File: src/rtl/srsc_pkg.sv
// Shared timing constants and states of the secondary request and rectifier control.
package srsc_pkg;

  // ****************************************************************
  // Clock and time figures
  // ****************************************************************
  localparam int CLK_PERIOD_PS = 5000;
  localparam int ON_TIMEOUT_NS = 30000;
  localparam int HS_SPACING_NS = 30000;
  localparam int VALLEY_ON_NS  = 20000;
  localparam int BLANK_NS      = 1000;
  localparam int OFF_MIN_NS    = 2500;
  localparam int CHECK_NS      = 500;

  // Least time in cycles, rounded up and never below one cycle.
  function automatic int cycUp(input int ns);
    int c;
    c = (ns * 1000 + CLK_PERIOD_PS - 1) / CLK_PERIOD_PS;
    return (c < 1) ? 1 : c;
  endfunction

  // Longest time in cycles, rounded down and never below one cycle.
  function automatic int cycDown(input int ns);
    int c;
    c = (ns * 1000) / CLK_PERIOD_PS;
    return (c < 1) ? 1 : c;
  endfunction

  localparam int ON_TIMEOUT_CYC = cycDown(ON_TIMEOUT_NS);
  localparam int HS_SPACING_CYC = cycUp(HS_SPACING_NS);
  localparam int VALLEY_ON_CYC  = cycDown(VALLEY_ON_NS);
  localparam int BLANK_CYC      = cycUp(BLANK_NS);
  localparam int OFF_MIN_CYC    = cycUp(OFF_MIN_NS);
  localparam int CHECK_CYC      = cycUp(CHECK_NS);

  // ****************************************************************
  // Control states
  // ****************************************************************
  typedef enum logic [2:0] {
    ST_CHECK,
    ST_FAULT,
    ST_HS1,
    ST_HSGAP,
    ST_IDLE,
    ST_ON
  } srsc_state_type;

endpackage

File: src/rtl/srsc_fwd_if.sv
// Carrier between the winding-sense edge detector and the request controller.
`timescale 1ns/1ps
interface srsc_fwd_if;
  logic fallSeen;
  logic blanking;

  modport sense
  (
    output fallSeen,
    output blanking
  );
  modport ctrl
  (
    input  fallSeen,
    input  blanking
  );
endinterface

File: src/rtl/srsc_fwd_sense.sv
// Falling-edge detector on the winding-sense comparator with ringing blanking.
`timescale 1ns/1ps
module srsc_fwd_sense
  import srsc_pkg::*;
#(
  parameter int BLANK_CYCLES = BLANK_CYC
)
(
  input  wire logic mclk,
  input  wire logic resetn,
  input  wire logic windingHigh,
  srsc_fwd_if.sense fwd
);

  // ****************************************************************
  // State
  // ****************************************************************
  logic        prevHigh_r;
  logic        prevHigh_nxt;
  logic        fall_r;
  logic        fall_nxt;
  logic [11:0] blank_r;
  logic [11:0] blank_nxt;

  if (BLANK_CYCLES < 1 || BLANK_CYCLES > 4095)
  begin : g_chk
    $error("BLANK_CYCLES out of range");
  end

  // A fall starts the blanking interval; falls seen inside it are ringing.
  always_comb
  begin
    prevHigh_nxt = windingHigh;
    fall_nxt     = 1'b0;
    blank_nxt    = blank_r;
    if (blank_r != 12'h000)
    begin
      blank_nxt = blank_r - 12'h001;
    end
    else if (prevHigh_r && !windingHigh)
    begin
      fall_nxt  = 1'b1;
      blank_nxt = 12'(BLANK_CYCLES);
    end
  end

  // Registers of the detector.
  always_ff @(posedge mclk or negedge resetn)
  begin
    if (!resetn)
    begin
      prevHigh_r <= 1'b0;
      fall_r     <= 1'b0;
      blank_r    <= 12'h000;
    end
    else
    begin
      prevHigh_r <= prevHigh_nxt;
      fall_r     <= fall_nxt;
      blank_r    <= blank_nxt;
    end
  end

  assign fwd.fallSeen = fall_r;
  assign fwd.blanking = (blank_r != 12'h000);

  chk_blank_quiet: assert property (@(posedge mclk) disable iff (!resetn)
    fall_r |=> !fall_r [*2]) else $error("fall reported inside blanking");

endmodule

File: src/rtl/srsc_request_ctrl.sv
// Secondary request forwarding and rectifier gate control of a flyback switcher.
// ****************************************************************
// ****************************************************************
`timescale 1ns/1ps
module srsc_request_ctrl
  import srsc_pkg::*;
#(
  parameter int ON_TIMEOUT_CYCLES = ON_TIMEOUT_CYC,
  parameter int HS_SPACING_CYCLES = HS_SPACING_CYC,
  parameter int VALLEY_CYCLES     = VALLEY_ON_CYC,
  parameter int OFF_MIN_CYCLES    = OFF_MIN_CYC
)
(
  input  wire logic mclk,
  input  wire logic resetn,
  input  wire logic cycleReq,
  input  wire logic windingHigh,
  input  wire logic turnoffBelow,
  input  wire logic dcmDetect,
  input  wire logic valleyPeak,
  input  wire logic capAboveRef,
  input  wire logic gateGrounded,
  output logic      linkPulse_r,
  output logic      reqAck_r,
  output logic      gateDrive_r,
  output logic      gatePullDown_r,
  output logic      gateOpenFault_r,
  output logic      edgeTimingOut_r
);

  // ****************************************************************
  // Parameter checks
  // ****************************************************************
  if (ON_TIMEOUT_CYCLES < 1 || ON_TIMEOUT_CYCLES > 8191 ||
      HS_SPACING_CYCLES < 1 || HS_SPACING_CYCLES > 8191 ||
      VALLEY_CYCLES < 1 || VALLEY_CYCLES > 8191 ||
      OFF_MIN_CYCLES < 1 || OFF_MIN_CYCLES > 8191)
  begin : g_chk
    $error("timing parameter out of range");
  end

  localparam logic [12:0] TMO_LAST = 13'(ON_TIMEOUT_CYCLES - 1);
  localparam logic [12:0] HS_LAST  = 13'(HS_SPACING_CYCLES - 1);
  localparam logic [12:0] CHK_LAST = 13'(CHECK_CYC - 1);

  // ****************************************************************
  // Edge detector
  // ****************************************************************
  srsc_fwd_if fwd ();

  srsc_fwd_sense i_srsc_fwd_sense
  (
    .mclk        (mclk),
    .resetn      (resetn),
    .windingHigh (windingHigh),
    .fwd         (fwd)
  );

  // ****************************************************************
  // State
  // ****************************************************************
  srsc_state_type state_r;
  srsc_state_type state_nxt;
  logic [12:0]    tmr_r;
  logic [12:0]    tmr_nxt;
  logic [12:0]    offCnt_r;
  logic [12:0]    offCnt_nxt;
  logic [12:0]    valleyCnt_r;
  logic [12:0]    valleyCnt_nxt;
  logic           reqPrev_r;
  logic           reqPrev_nxt;
  logic           pend_r;
  logic           pend_nxt;
  logic           inCtrl_r;
  logic           inCtrl_nxt;
  logic           linkPulse_nxt;
  logic           reqAck_nxt;
  logic           gateDrive_nxt;
  logic           gateOpenFault_nxt;
  logic           valleyActive;
  logic           sendOk;
  logic           reqRise;

  // Valley gating window and the combined send permission.
  always_comb
  begin
    valleyActive = dcmDetect && (valleyCnt_r != 13'(VALLEY_CYCLES));
    sendOk       = (offCnt_r == 13'h0000)
                   && (!valleyActive || valleyPeak);
    reqRise      = cycleReq && !reqPrev_r;
  end

  // Next values of the controller.
  always_comb
  begin
    state_nxt         = state_r;
    tmr_nxt           = tmr_r;
    offCnt_nxt        = (offCnt_r != 13'h0000) ? offCnt_r - 13'h0001 : offCnt_r;
    valleyCnt_nxt     = valleyCnt_r;
    reqPrev_nxt       = cycleReq;
    pend_nxt          = pend_r;
    inCtrl_nxt        = inCtrl_r;
    linkPulse_nxt     = 1'b0;
    reqAck_nxt        = 1'b0;
    gateDrive_nxt     = gateDrive_r;
    gateOpenFault_nxt = gateOpenFault_r;

    // Valley window timer runs only while discontinuous mode holds.
    if (!dcmDetect)
    begin
      valleyCnt_nxt = 13'h0000;
    end
    else if (valleyCnt_r != 13'(VALLEY_CYCLES))
    begin
      valleyCnt_nxt = valleyCnt_r + 13'h0001;
    end

    // Discontinuous turn-off on the threshold comparator.
    if (gateDrive_r && dcmDetect && turnoffBelow)
    begin
      gateDrive_nxt = 1'b0;
    end

    case (state_r)
      ST_CHECK:
      begin
        tmr_nxt = tmr_r + 13'h0001;
        if (tmr_r == CHK_LAST)
        begin
          tmr_nxt = 13'h0000;
          if (capAboveRef || gateGrounded)
          begin
            gateOpenFault_nxt = 1'b1;
            state_nxt         = ST_FAULT;
          end
          else
          begin
            state_nxt = ST_HS1;
          end
        end
      end
      ST_FAULT:
      begin
        state_nxt = ST_FAULT;
      end
      ST_HS1:
      begin
        linkPulse_nxt = 1'b1;
        tmr_nxt       = 13'h0000;
        state_nxt     = ST_HSGAP;
      end
      ST_HSGAP:
      begin
        tmr_nxt = tmr_r + 13'h0001;
        if (tmr_r == HS_LAST)
        begin
          linkPulse_nxt = 1'b1;
          inCtrl_nxt    = 1'b1;
          tmr_nxt       = 13'h0000;
          state_nxt     = ST_ON;
        end
      end
      ST_IDLE:
      begin
        if (fwd.fallSeen)
        begin
          inCtrl_nxt    = 1'b0;
          gateDrive_nxt = 1'b0;
          state_nxt     = ST_HS1;
        end
        else if ((pend_r || reqRise) && sendOk)
        begin
          linkPulse_nxt = 1'b1;
          reqAck_nxt    = 1'b1;
          gateDrive_nxt = 1'b0;
          pend_nxt      = 1'b0;
          tmr_nxt       = 13'h0000;
          state_nxt     = ST_ON;
        end
      end
      ST_ON:
      begin
        tmr_nxt = tmr_r + 13'h0001;
        if (fwd.fallSeen)
        begin
          gateDrive_nxt = inCtrl_r;
          offCnt_nxt    = 13'(OFF_MIN_CYCLES);
          state_nxt     = ST_IDLE;
        end
        else if (tmr_r == TMO_LAST)
        begin
          inCtrl_nxt = 1'b0;
          state_nxt  = ST_HS1;
        end
      end
      default:
      begin
        state_nxt = ST_CHECK;
      end
    endcase

    // A new request is held while blocked; a fresh edge wins over the clear.
    if (reqRise && !(state_r == ST_IDLE && linkPulse_nxt && !pend_r))
    begin
      pend_nxt = 1'b1;
    end
    if (!inCtrl_nxt)
    begin
      gateDrive_nxt = 1'b0;
    end
  end

  // Registers of the controller.
  always_ff @(posedge mclk or negedge resetn)
  begin
    if (!resetn)
    begin
      state_r         <= ST_CHECK;
      tmr_r           <= 13'h0000;
      offCnt_r        <= 13'h0000;
      valleyCnt_r     <= 13'h0000;
      reqPrev_r       <= 1'b0;
      pend_r          <= 1'b0;
      inCtrl_r        <= 1'b0;
      linkPulse_r     <= 1'b0;
      reqAck_r        <= 1'b0;
      gateDrive_r     <= 1'b0;
      gatePullDown_r  <= 1'b1;
      gateOpenFault_r <= 1'b0;
      edgeTimingOut_r <= 1'b0;
    end
    else
    begin
      state_r         <= state_nxt;
      tmr_r           <= tmr_nxt;
      offCnt_r        <= offCnt_nxt;
      valleyCnt_r     <= valleyCnt_nxt;
      reqPrev_r       <= reqPrev_nxt;
      pend_r          <= pend_nxt;
      inCtrl_r        <= inCtrl_nxt;
      linkPulse_r     <= linkPulse_nxt;
      reqAck_r        <= reqAck_nxt;
      gateDrive_r     <= gateDrive_nxt;
      gatePullDown_r  <= !inCtrl_nxt;
      gateOpenFault_r <= gateOpenFault_nxt;
      edgeTimingOut_r <= fwd.fallSeen;
    end
  end

  // ****************************************************************
  // Checks
  // ****************************************************************
  chk_ack_with_pulse: assert property (@(posedge mclk) disable iff (!resetn)
    reqAck_r |-> linkPulse_r) else $error("acknowledge without link pulse");

  chk_fault_no_pulse: assert property (@(posedge mclk) disable iff (!resetn)
    gateOpenFault_r |=> !linkPulse_r [*8]) else $error("request sent after gate fault");

  chk_pulldown_ctrl: assert property (@(posedge mclk) disable iff (!resetn)
    gateDrive_r |-> !gatePullDown_r) else $error("gate driven while pull-down on");

  chk_pulse_gate_off: assert property (@(posedge mclk) disable iff (!resetn)
    reqAck_r |-> !gateDrive_r) else $error("gate still on at request pulse");

  chk_dcm_turnoff: assert property (@(posedge mclk) disable iff (!resetn)
    (gateDrive_r && dcmDetect && turnoffBelow) |=> !gateDrive_r)
    else $error("gate not off at threshold");

  chk_gate_on_fall: assert property (@(posedge mclk) disable iff (!resetn)
    $rose(gateDrive_r) |-> $past(fwd.fallSeen) && $past(state_r == ST_ON))
    else $error("gate on without requested fall");

  chk_offtime_gap: assert property (@(posedge mclk) disable iff (!resetn)
    $rose(reqAck_r) |-> $past(offCnt_r) == 13'h0000)
    else $error("request inside minimum off-time");

  chk_on_timeout: assert property (@(posedge mclk) disable iff (!resetn)
    (state_r == ST_ON && tmr_r == TMO_LAST && !fwd.fallSeen) |=> ##1 linkPulse_r)
    else $error("on-phase timeout did not restart handshake");

  chk_valley_gate: assert property (@(posedge mclk) disable iff (!resetn)
    (state_r == ST_IDLE && valleyActive && !valleyPeak) |=> !reqAck_r)
    else $error("request outside valley window");

  chk_blank_no_fall: assert property (@(posedge mclk) disable iff (!resetn)
    fwd.blanking |=> !fwd.fallSeen) else $error("fall reported inside blanking window");

endmodule

File: config.mk
export PLATFORM = sky130hd
export DESIGN_NAME = srsc_request_ctrl
export DESIGN_NICKNAME = d
export VERILOG_FILES = /design/src/rtl/srsc_pkg.sv /design/src/rtl/srsc_fwd_if.sv /design/src/rtl/srsc_fwd_sense.sv /design/src/rtl/srsc_request_ctrl.sv
export SDC_FILE = /design/constraint.sdc
export NUM_CORES = 1
export LEC_CHECK = 0
export ABC_CLOCK_PERIOD_IN_PS = 5900
export BUFFER_PORTS_ARGS = -buffer_cell sky130_fd_sc_hd__buf_2
export CAP_MARGIN = 20
export CORE_MARGIN = 2
export CORE_UTILIZATION = 47
export DETAILED_ROUTE_END_ITERATION = 7
export PLACE_DENSITY_LB_ADDON = 0.05
export SLEW_MARGIN = 20
export SYNTH_ARGS = -nofsm -noshare
export SYNTH_HDL_FRONTEND = slang
export SYNTH_SLANG_ARGS = --single-unit
File: constraint.sdc
create_clock -name mclk -period 5.9 [get_ports mclk]
set_input_delay 1.18 -clock mclk [delete_from_list [all_inputs] [get_ports mclk]]
set_output_delay 1.18 -clock mclk [all_outputs]
set_load 0.005 [all_outputs]
Word level (Yosys, flattened, before mapping)
Cells that the tools add are included.
Operators by class
  muxes and demuxes: 42
  add/sub/neg operators: 4
  equal/unequal tests: 16
  reductions and logical operators: 31
Operators with widths (count)
  13-bit 2-to-1 mux: 9
  13-bit case mux with 5 select lines: 1
  13-bit by 1-bit adder with 13-bit output (second input constant): 2
  12-bit 2-to-1 mux: 2
  1-bit 2-to-1 mux: 19
  3-bit 2-to-1 mux: 6
  3-bit case mux with 6 select lines: 1
  13-bit == test (second input constant): 1
  13-bit by 7-bit == test with 1-bit output (second input constant): 1
  13-bit logical NOT: 1
  13-bit by 12-bit != test with 1-bit output (second input constant): 1
  13-bit nonzero test: 1
  13-bit by 1-bit subtractor with 13-bit output (second input constant): 1
  12-bit nonzero test: 1
  12-bit by 1-bit subtractor with 12-bit output (second input constant): 1
  1-bit logical AND: 10
  2-bit != test (second input constant): 5
  3-bit AND reduction: 3
  3-bit by 2-bit == test with 1-bit output (second input constant): 2
  3-bit == test (second input constant): 2
  1-bit logical NOT: 6
  3-bit by 2-bit != test with 1-bit output (second input constant): 2
  1-bit case mux with 3 select lines: 2
  2-bit nonzero test: 3
  8 further kinds: 10
Word-level totals
  input bits: 9
  register bits after elaboration: 65
  word-level logic and storage cells: 109

Depth between registers and ports, before layout
  depth after elaboration: 15
  gate-level depth with buffers: 8
  depth with buffers taken out: 7

By module
From an unflattened synthesis, not the netlist that was laid out.
Unflattened totals
  cell total of the unflattened synthesis: 362
  area total of the unflattened synthesis: 3664.8 um2
By module, submodules not included
  srsc_request_ctrl: cells an instance 293, area each 2946.6 um2, times used 1
  srsc_fwd_sense: cells an instance 69, area each 718.2 um2, times used 1

Worst setup path after synthesis
Ideal clock, no wire load.
  kind: input -> register
  from: in cycleReq
  to: reg pend_r
  required time: 5769 ps
  buffers on the path: 0
  cell stages on the path: 4
  library setup time: 131 ps
  slack: 3402 ps
  data arrival time: 2367 ps
  path through: nor2b_1 o2111ai_1 or4_1 maj3_1
On the way
  word-level cells in the longest chain between the ends: 12
  elaborated cells on any way between the ends: 15
  those cells by class: eq/ne (1); mux (4); reduce/logical (10)
Ends and longest elaborated chain
  start: declaration: RTL line srsc_request_ctrl.sv:16  | input wire logic cycleReq,
  1-bit logical AND (*): RTL line srsc_request_ctrl.sv:90  | reqRise = cycleReq && !reqPrev_r;
  1-bit logical OR: RTL line srsc_request_ctrl.sv:171  | else if ((pend_r || reqRise) && sendOk)
  1-bit logical AND: RTL line srsc_request_ctrl.sv:171
  1-bit 2-to-1 mux: RTL line srsc_request_ctrl.sv:171
  1-bit 2-to-1 mux: RTL line srsc_request_ctrl.sv:165  | if (fwd.fallSeen)
  1-bit case mux with 3 select lines: RTL line srsc_request_ctrl.sv:124  | case (state_r)
  1-bit logical AND (2 in series): RTL line srsc_request_ctrl.sv:203  | if (reqRise && !(state_r == ST_IDLE && linkPulse_nxt && !pend_r))
  1-bit logical NOT: RTL line srsc_request_ctrl.sv:203
  1-bit logical AND: RTL line srsc_request_ctrl.sv:203
  2-bit != test (no source line) / 2-bit nonzero test (equally long branches)
  3-bit AND reduction (no source line)
  end signal: assignment: RTL line srsc_request_ctrl.sv:239  | pend_r <= pend_nxt;
  end: declaration: RTL line srsc_request_ctrl.sv:72  | logic pend_r;
Every way passes the cells marked *; elsewhere a longest branch is shown, timed or not.
A chain may end at the register's enable or synchronous reset.

Worst setup path in the final report
  from: reg tmr_r[7]
  to: reg tmr_r[4]
On the way
  word-level cells in the longest chain between the ends: 3
  elaborated cells on any way between the ends: 5
  those cells by class: eq/ne (2); mux (3)
Ends and longest elaborated chain
  start: declaration: RTL line srsc_request_ctrl.sv:64  | logic [12:0] tmr_r;
  start signal: assignment: RTL line srsc_request_ctrl.sv:235  | tmr_r <= tmr_nxt;
  13-bit == test / 13-bit by 7-bit == test with 1-bit output (equally long branches): RTL line srsc_request_ctrl.sv:155, srsc_request_ctrl.sv:128
  13-bit 2-to-1 mux (on tied branches): RTL line srsc_request_ctrl.sv:155, srsc_request_ctrl.sv:128
  13-bit case mux with 5 select lines (*): RTL line srsc_request_ctrl.sv:124
Marked as above.

==> qor.txt <==
fraction of final layout cells sized beyond drive strength 1 = 10.67%
leakage power summed over all cells = 1.682 nW
CTS max path bufs = 2
width of the die = 88.61 um
start-to-end type of the worst setup path = reg2reg
number of pins with negative max-slew slack in the final report = 0
maximum clock frequency = 378.6 MHz
wire length of the first global-routing pass = 11.76 mm
pin count of the biggest net entering global routing = 66
Placement Setup Slack = 3.038 ns
largest vdd supply drop = 0.1903 mV
cell at the root of the clock tree = sky130_fd_sc_hd__clkbuf_8
Ant. Diodes = 0
antenna-violating nets left = 0
routability cong. = 0.8253
type of destination of the critical path = flop
worst hold-check path type = reg2reg
number of clock sinks seen by CTS = 65
count of endpoints failing setup in the final report = 0
cells along the critical path = or3_1 > nor4_1 > o221ai_2 > a31oi_1 > o21ai_0
largest fanout on the critical path = 11
net count after synthesis = 371
Crit path largest cell delay = 0.82 ns
Required @ worst endpoint = 6.12 ns
worst setup margin = 3.259 ns
critical path buffer and inverter count = 0
Placeable Area = 6869 um^2
grt ovf = 0
Net count, final = 386
run status = complete, no violations
port buffer count = 14
Setup Skew = 0.009634 ns
antenna violations before repair = 0
top-area cell type share of the netlist area = 47.60%
count of flip-flops with a built-in enable after synthesis = 0
share of synthesized flip-flops with an asynchronous set or reset = 100.0%
Total GRT Usage = 19.60%
count of endpoints failing hold in the final timing report = 0
initial detailed-routing violation count = 153
die area = 7851 um^2
Yosys reg bits = 65
family of cells with the greatest summed delay on the critical path = simple AND/OR/NAND/NOR gates
most area-consuming cells after synthesis = sky130_fd_sc_hd__dfrtp_1 48%, sky130_fd_sc_hd__nand3_1 3.9%, sky130_fd_sc_hd__xor2_1 3.6%
Post-CTS Hold Buffers = 0
clock insertion delay at the later pin of the skew report = 0.35 ns
count of cells resized by post-cts repair = 0
cell area power density = 274.1 nW/um^2
cell with the largest stage delay on the worst path = sky130_fd_sc_hd__nor4_1
Post-Syn Area per Cell = 9.477 um^2
Final period util = 44.76%
max-cap check violation count = 0
setup repair bufs after CTS = 0
TritonCTS Buffers = 9
number of placement rows = 30
Clock Pin Slew Worst Setup and Hold Paths = 0.07 ns
clock tree from TritonCTS = built
synthesized instance count = 355
slew at the pin closest to its max-slew limit = 1.026 ns
initial standard-cell utilization of the core = 48.98%
leading cell types in the layout, fill and taps excluded = 64 x sky130_fd_sc_hd__dfrtp_1, 32 x sky130_fd_sc_hd__nor2_1, 29 x sky130_fd_sc_hd__nand2_1
post-route setup TNS = 0 ns
DR pass1 iterations = 4
vias in the first global route = 2492
DPL Wire Length = 4.577 mm
layout overhead on the synthesized area = 10.00%
most common cell after layout, fill and taps aside = sky130_fd_sc_hd__dfrtp_1
nature of the critical path startpoint = flop
synthesized area = 3364 um^2
Arr. time, crit path = 2.86 ns
Avg WL per Cell = 14.23 um
portion of the post-synthesis area used by sequential elements = 48.38%
# DRC = 0
utilization after layout = 53.88%
Ports = 15
Main synth FF type = sky130_fd_sc_hd__dfrtp_1
warning count from the yosys run = 0
filler instances = 654
number of H-tree levels = 3
number of library cell types mapped by synthesis = 52
total wirelength of the detailed-routed design = 6.702 mm
Chip Height = 88.61 um
min cycle time layout = 2.641 ns
setup repair after global routing missed its margin = no
worst max-slew margin expressed relative to the limit = 31.14%
vias = 2621
vias per inst = 5.565
library cell occupying the most area in the post-synthesis netlist = sky130_fd_sc_hd__dfrtp_1
-- report_power, final --
| part | leakage [nW] | internal [W] | total [W] | switching (W) |
|---|---|---|---|---|
| Sequential | 0.845 | 0.000487 | 0.000528 | 0.0000409 |
| Clock | 0.0968 | 0.000197 | 0.000378 | 0.000181 |
| Combinational | 0.739 | 0.0000482 | 0.000108 | 0.0000603 |
-- metal layers --
metal / GRT usage [%] / wire [um] / vias to the layer above
met3: 6.343 / 314 / 9
met5: 0 / 0 / -
li1: - / - / 1312
met1: 27.69 / 3285 / 1254
met2: 27.68 / 3011 / 46
met4: 8.402 / 90 / 0
-- cell families after synthesis --
group                      synth area share [%]
xor gates and xnor gates                  6.768
adders and majority gates                 2.901
and+or+nand+nor                           24.47
AOI/OAI and AO/OA                         11.94
buffers and inverters                     4.054
muxes                                     1.488
DFF                                       48.38
-- path summary, 6_finish.rpt --
kind	start	endpoint	slack, ns	depth (start not counted)
max in group asynchronous	resetn	valleyCnt_r[8]$_DFFE_PN0P_	4.37	2
min in group asynchronous	resetn	tmr_r[3]$_DFFE_PN0P_	1.00	2
setup / recovery	tmr_r[7]$_DFFE_PN0P_	tmr_r[4]$_DFFE_PN0P_	3.26	5
hold / removal	i_srsc_fwd_sense.blank_r[10]$_DFFE_PN0P_	i_srsc_fwd_sense.blank_r[10]$_DFFE_PN0P_	0.49	1
setup reg to reg	tmr_r[7]$_DFFE_PN0P_	tmr_r[4]$_DFFE_PN0P_	3.26	5
hold reg to reg	i_srsc_fwd_sense.blank_r[10]$_DFFE_PN0P_	i_srsc_fwd_sense.blank_r[10]$_DFFE_PN0P_	0.49	1
-- state kept, by name, indices dropped and copies added (netlist names), 3 cells and up --
| register | count |
|---|---|
| i_srsc_fwd_sense.blank_r | 12 |
| offCnt_r | 13 |
| state_r | 3 |
| tmr_r | 13 |
| valleyCnt_r | 13 |
-- layout make-up --
cell class              count  area [um^2]  area share, %
clock buffers              10        127.6          3.448
clock inverters             6        68.82          1.859
inverters                  21        78.83          2.130
multi-input cells         258         1600          43.24
flip-flops and latches     65         1628          43.98
well taps                  96        120.1          3.245
repair buffers             15        77.57          2.096
-- metrics by stage --
stage	power [W]	hold WS, ns	cell area (um^2)	std cells
2_1_floorplan	0.0006097	0.4426	3364	355
3_3_place_gp	0.0006445	0.4667	3505	455
3_5_place_dp	0.0006480	0.4718	3505	455
4_1_cts	0.001029	0.4884	3701	471
5_1_grt	0.001074	0.5135	3701	471
6_report	0.001014	0.4885	3701	471
-- worst reg2reg max path: stages (launching register included) --
cell and delay (ns):
sky130_fd_sc_hd__dfrtp_1 0.45, sky130_fd_sc_hd__or3_1 0.41, sky130_fd_sc_hd__nor4_1 0.82, sky130_fd_sc_hd__o221ai_2 0.47
sky130_fd_sc_hd__a31oi_1 0.28, sky130_fd_sc_hd__o21ai_0 0.10
-- synth_stat cells, types with 2 or more instances --
library cell,instances
sky130_fd_sc_hd__nor4_1,8
sky130_fd_sc_hd__nor4bb_1,2
sky130_fd_sc_hd__nor3_1,13
sky130_fd_sc_hd__and3_1,3
sky130_fd_sc_hd__mux2i_1,5
sky130_fd_sc_hd__o211ai_1,2
sky130_fd_sc_hd__nand2_1,29
sky130_fd_sc_hd__nand4_1,10
sky130_fd_sc_hd__nor2_1,32
sky130_fd_sc_hd__o21ai_0,13
sky130_fd_sc_hd__a21oi_1,12
sky130_fd_sc_hd__or4_1,3
sky130_fd_sc_hd__and4_1,2
sky130_fd_sc_hd__buf_6,2
sky130_fd_sc_hd__clkbuf_1,8
sky130_fd_sc_hd__nor4b_1,3
sky130_fd_sc_hd__o21ai_1,2
sky130_fd_sc_hd__nand3_1,26
sky130_fd_sc_hd__or2_2,3
sky130_fd_sc_hd__xnor2_1,12
sky130_fd_sc_hd__nand4b_1,2
sky130_fd_sc_hd__nand2b_1,4
sky130_fd_sc_hd__inv_1,21
sky130_fd_sc_hd__or3_1,4
sky130_fd_sc_hd__o22ai_1,2
sky130_fd_sc_hd__and2_1,3
sky130_fd_sc_hd__nor2b_1,3
sky130_fd_sc_hd__ha_1,7
sky130_fd_sc_hd__nand3b_1,3
sky130_fd_sc_hd__xor2_1,14
sky130_fd_sc_hd__a211oi_1,2
sky130_fd_sc_hd__and3_2,2
sky130_fd_sc_hd__o31ai_1,2
sky130_fd_sc_hd__a31oi_1,15
sky130_fd_sc_hd__dfrtp_1,64
Power figures use the tool's default switching activity.
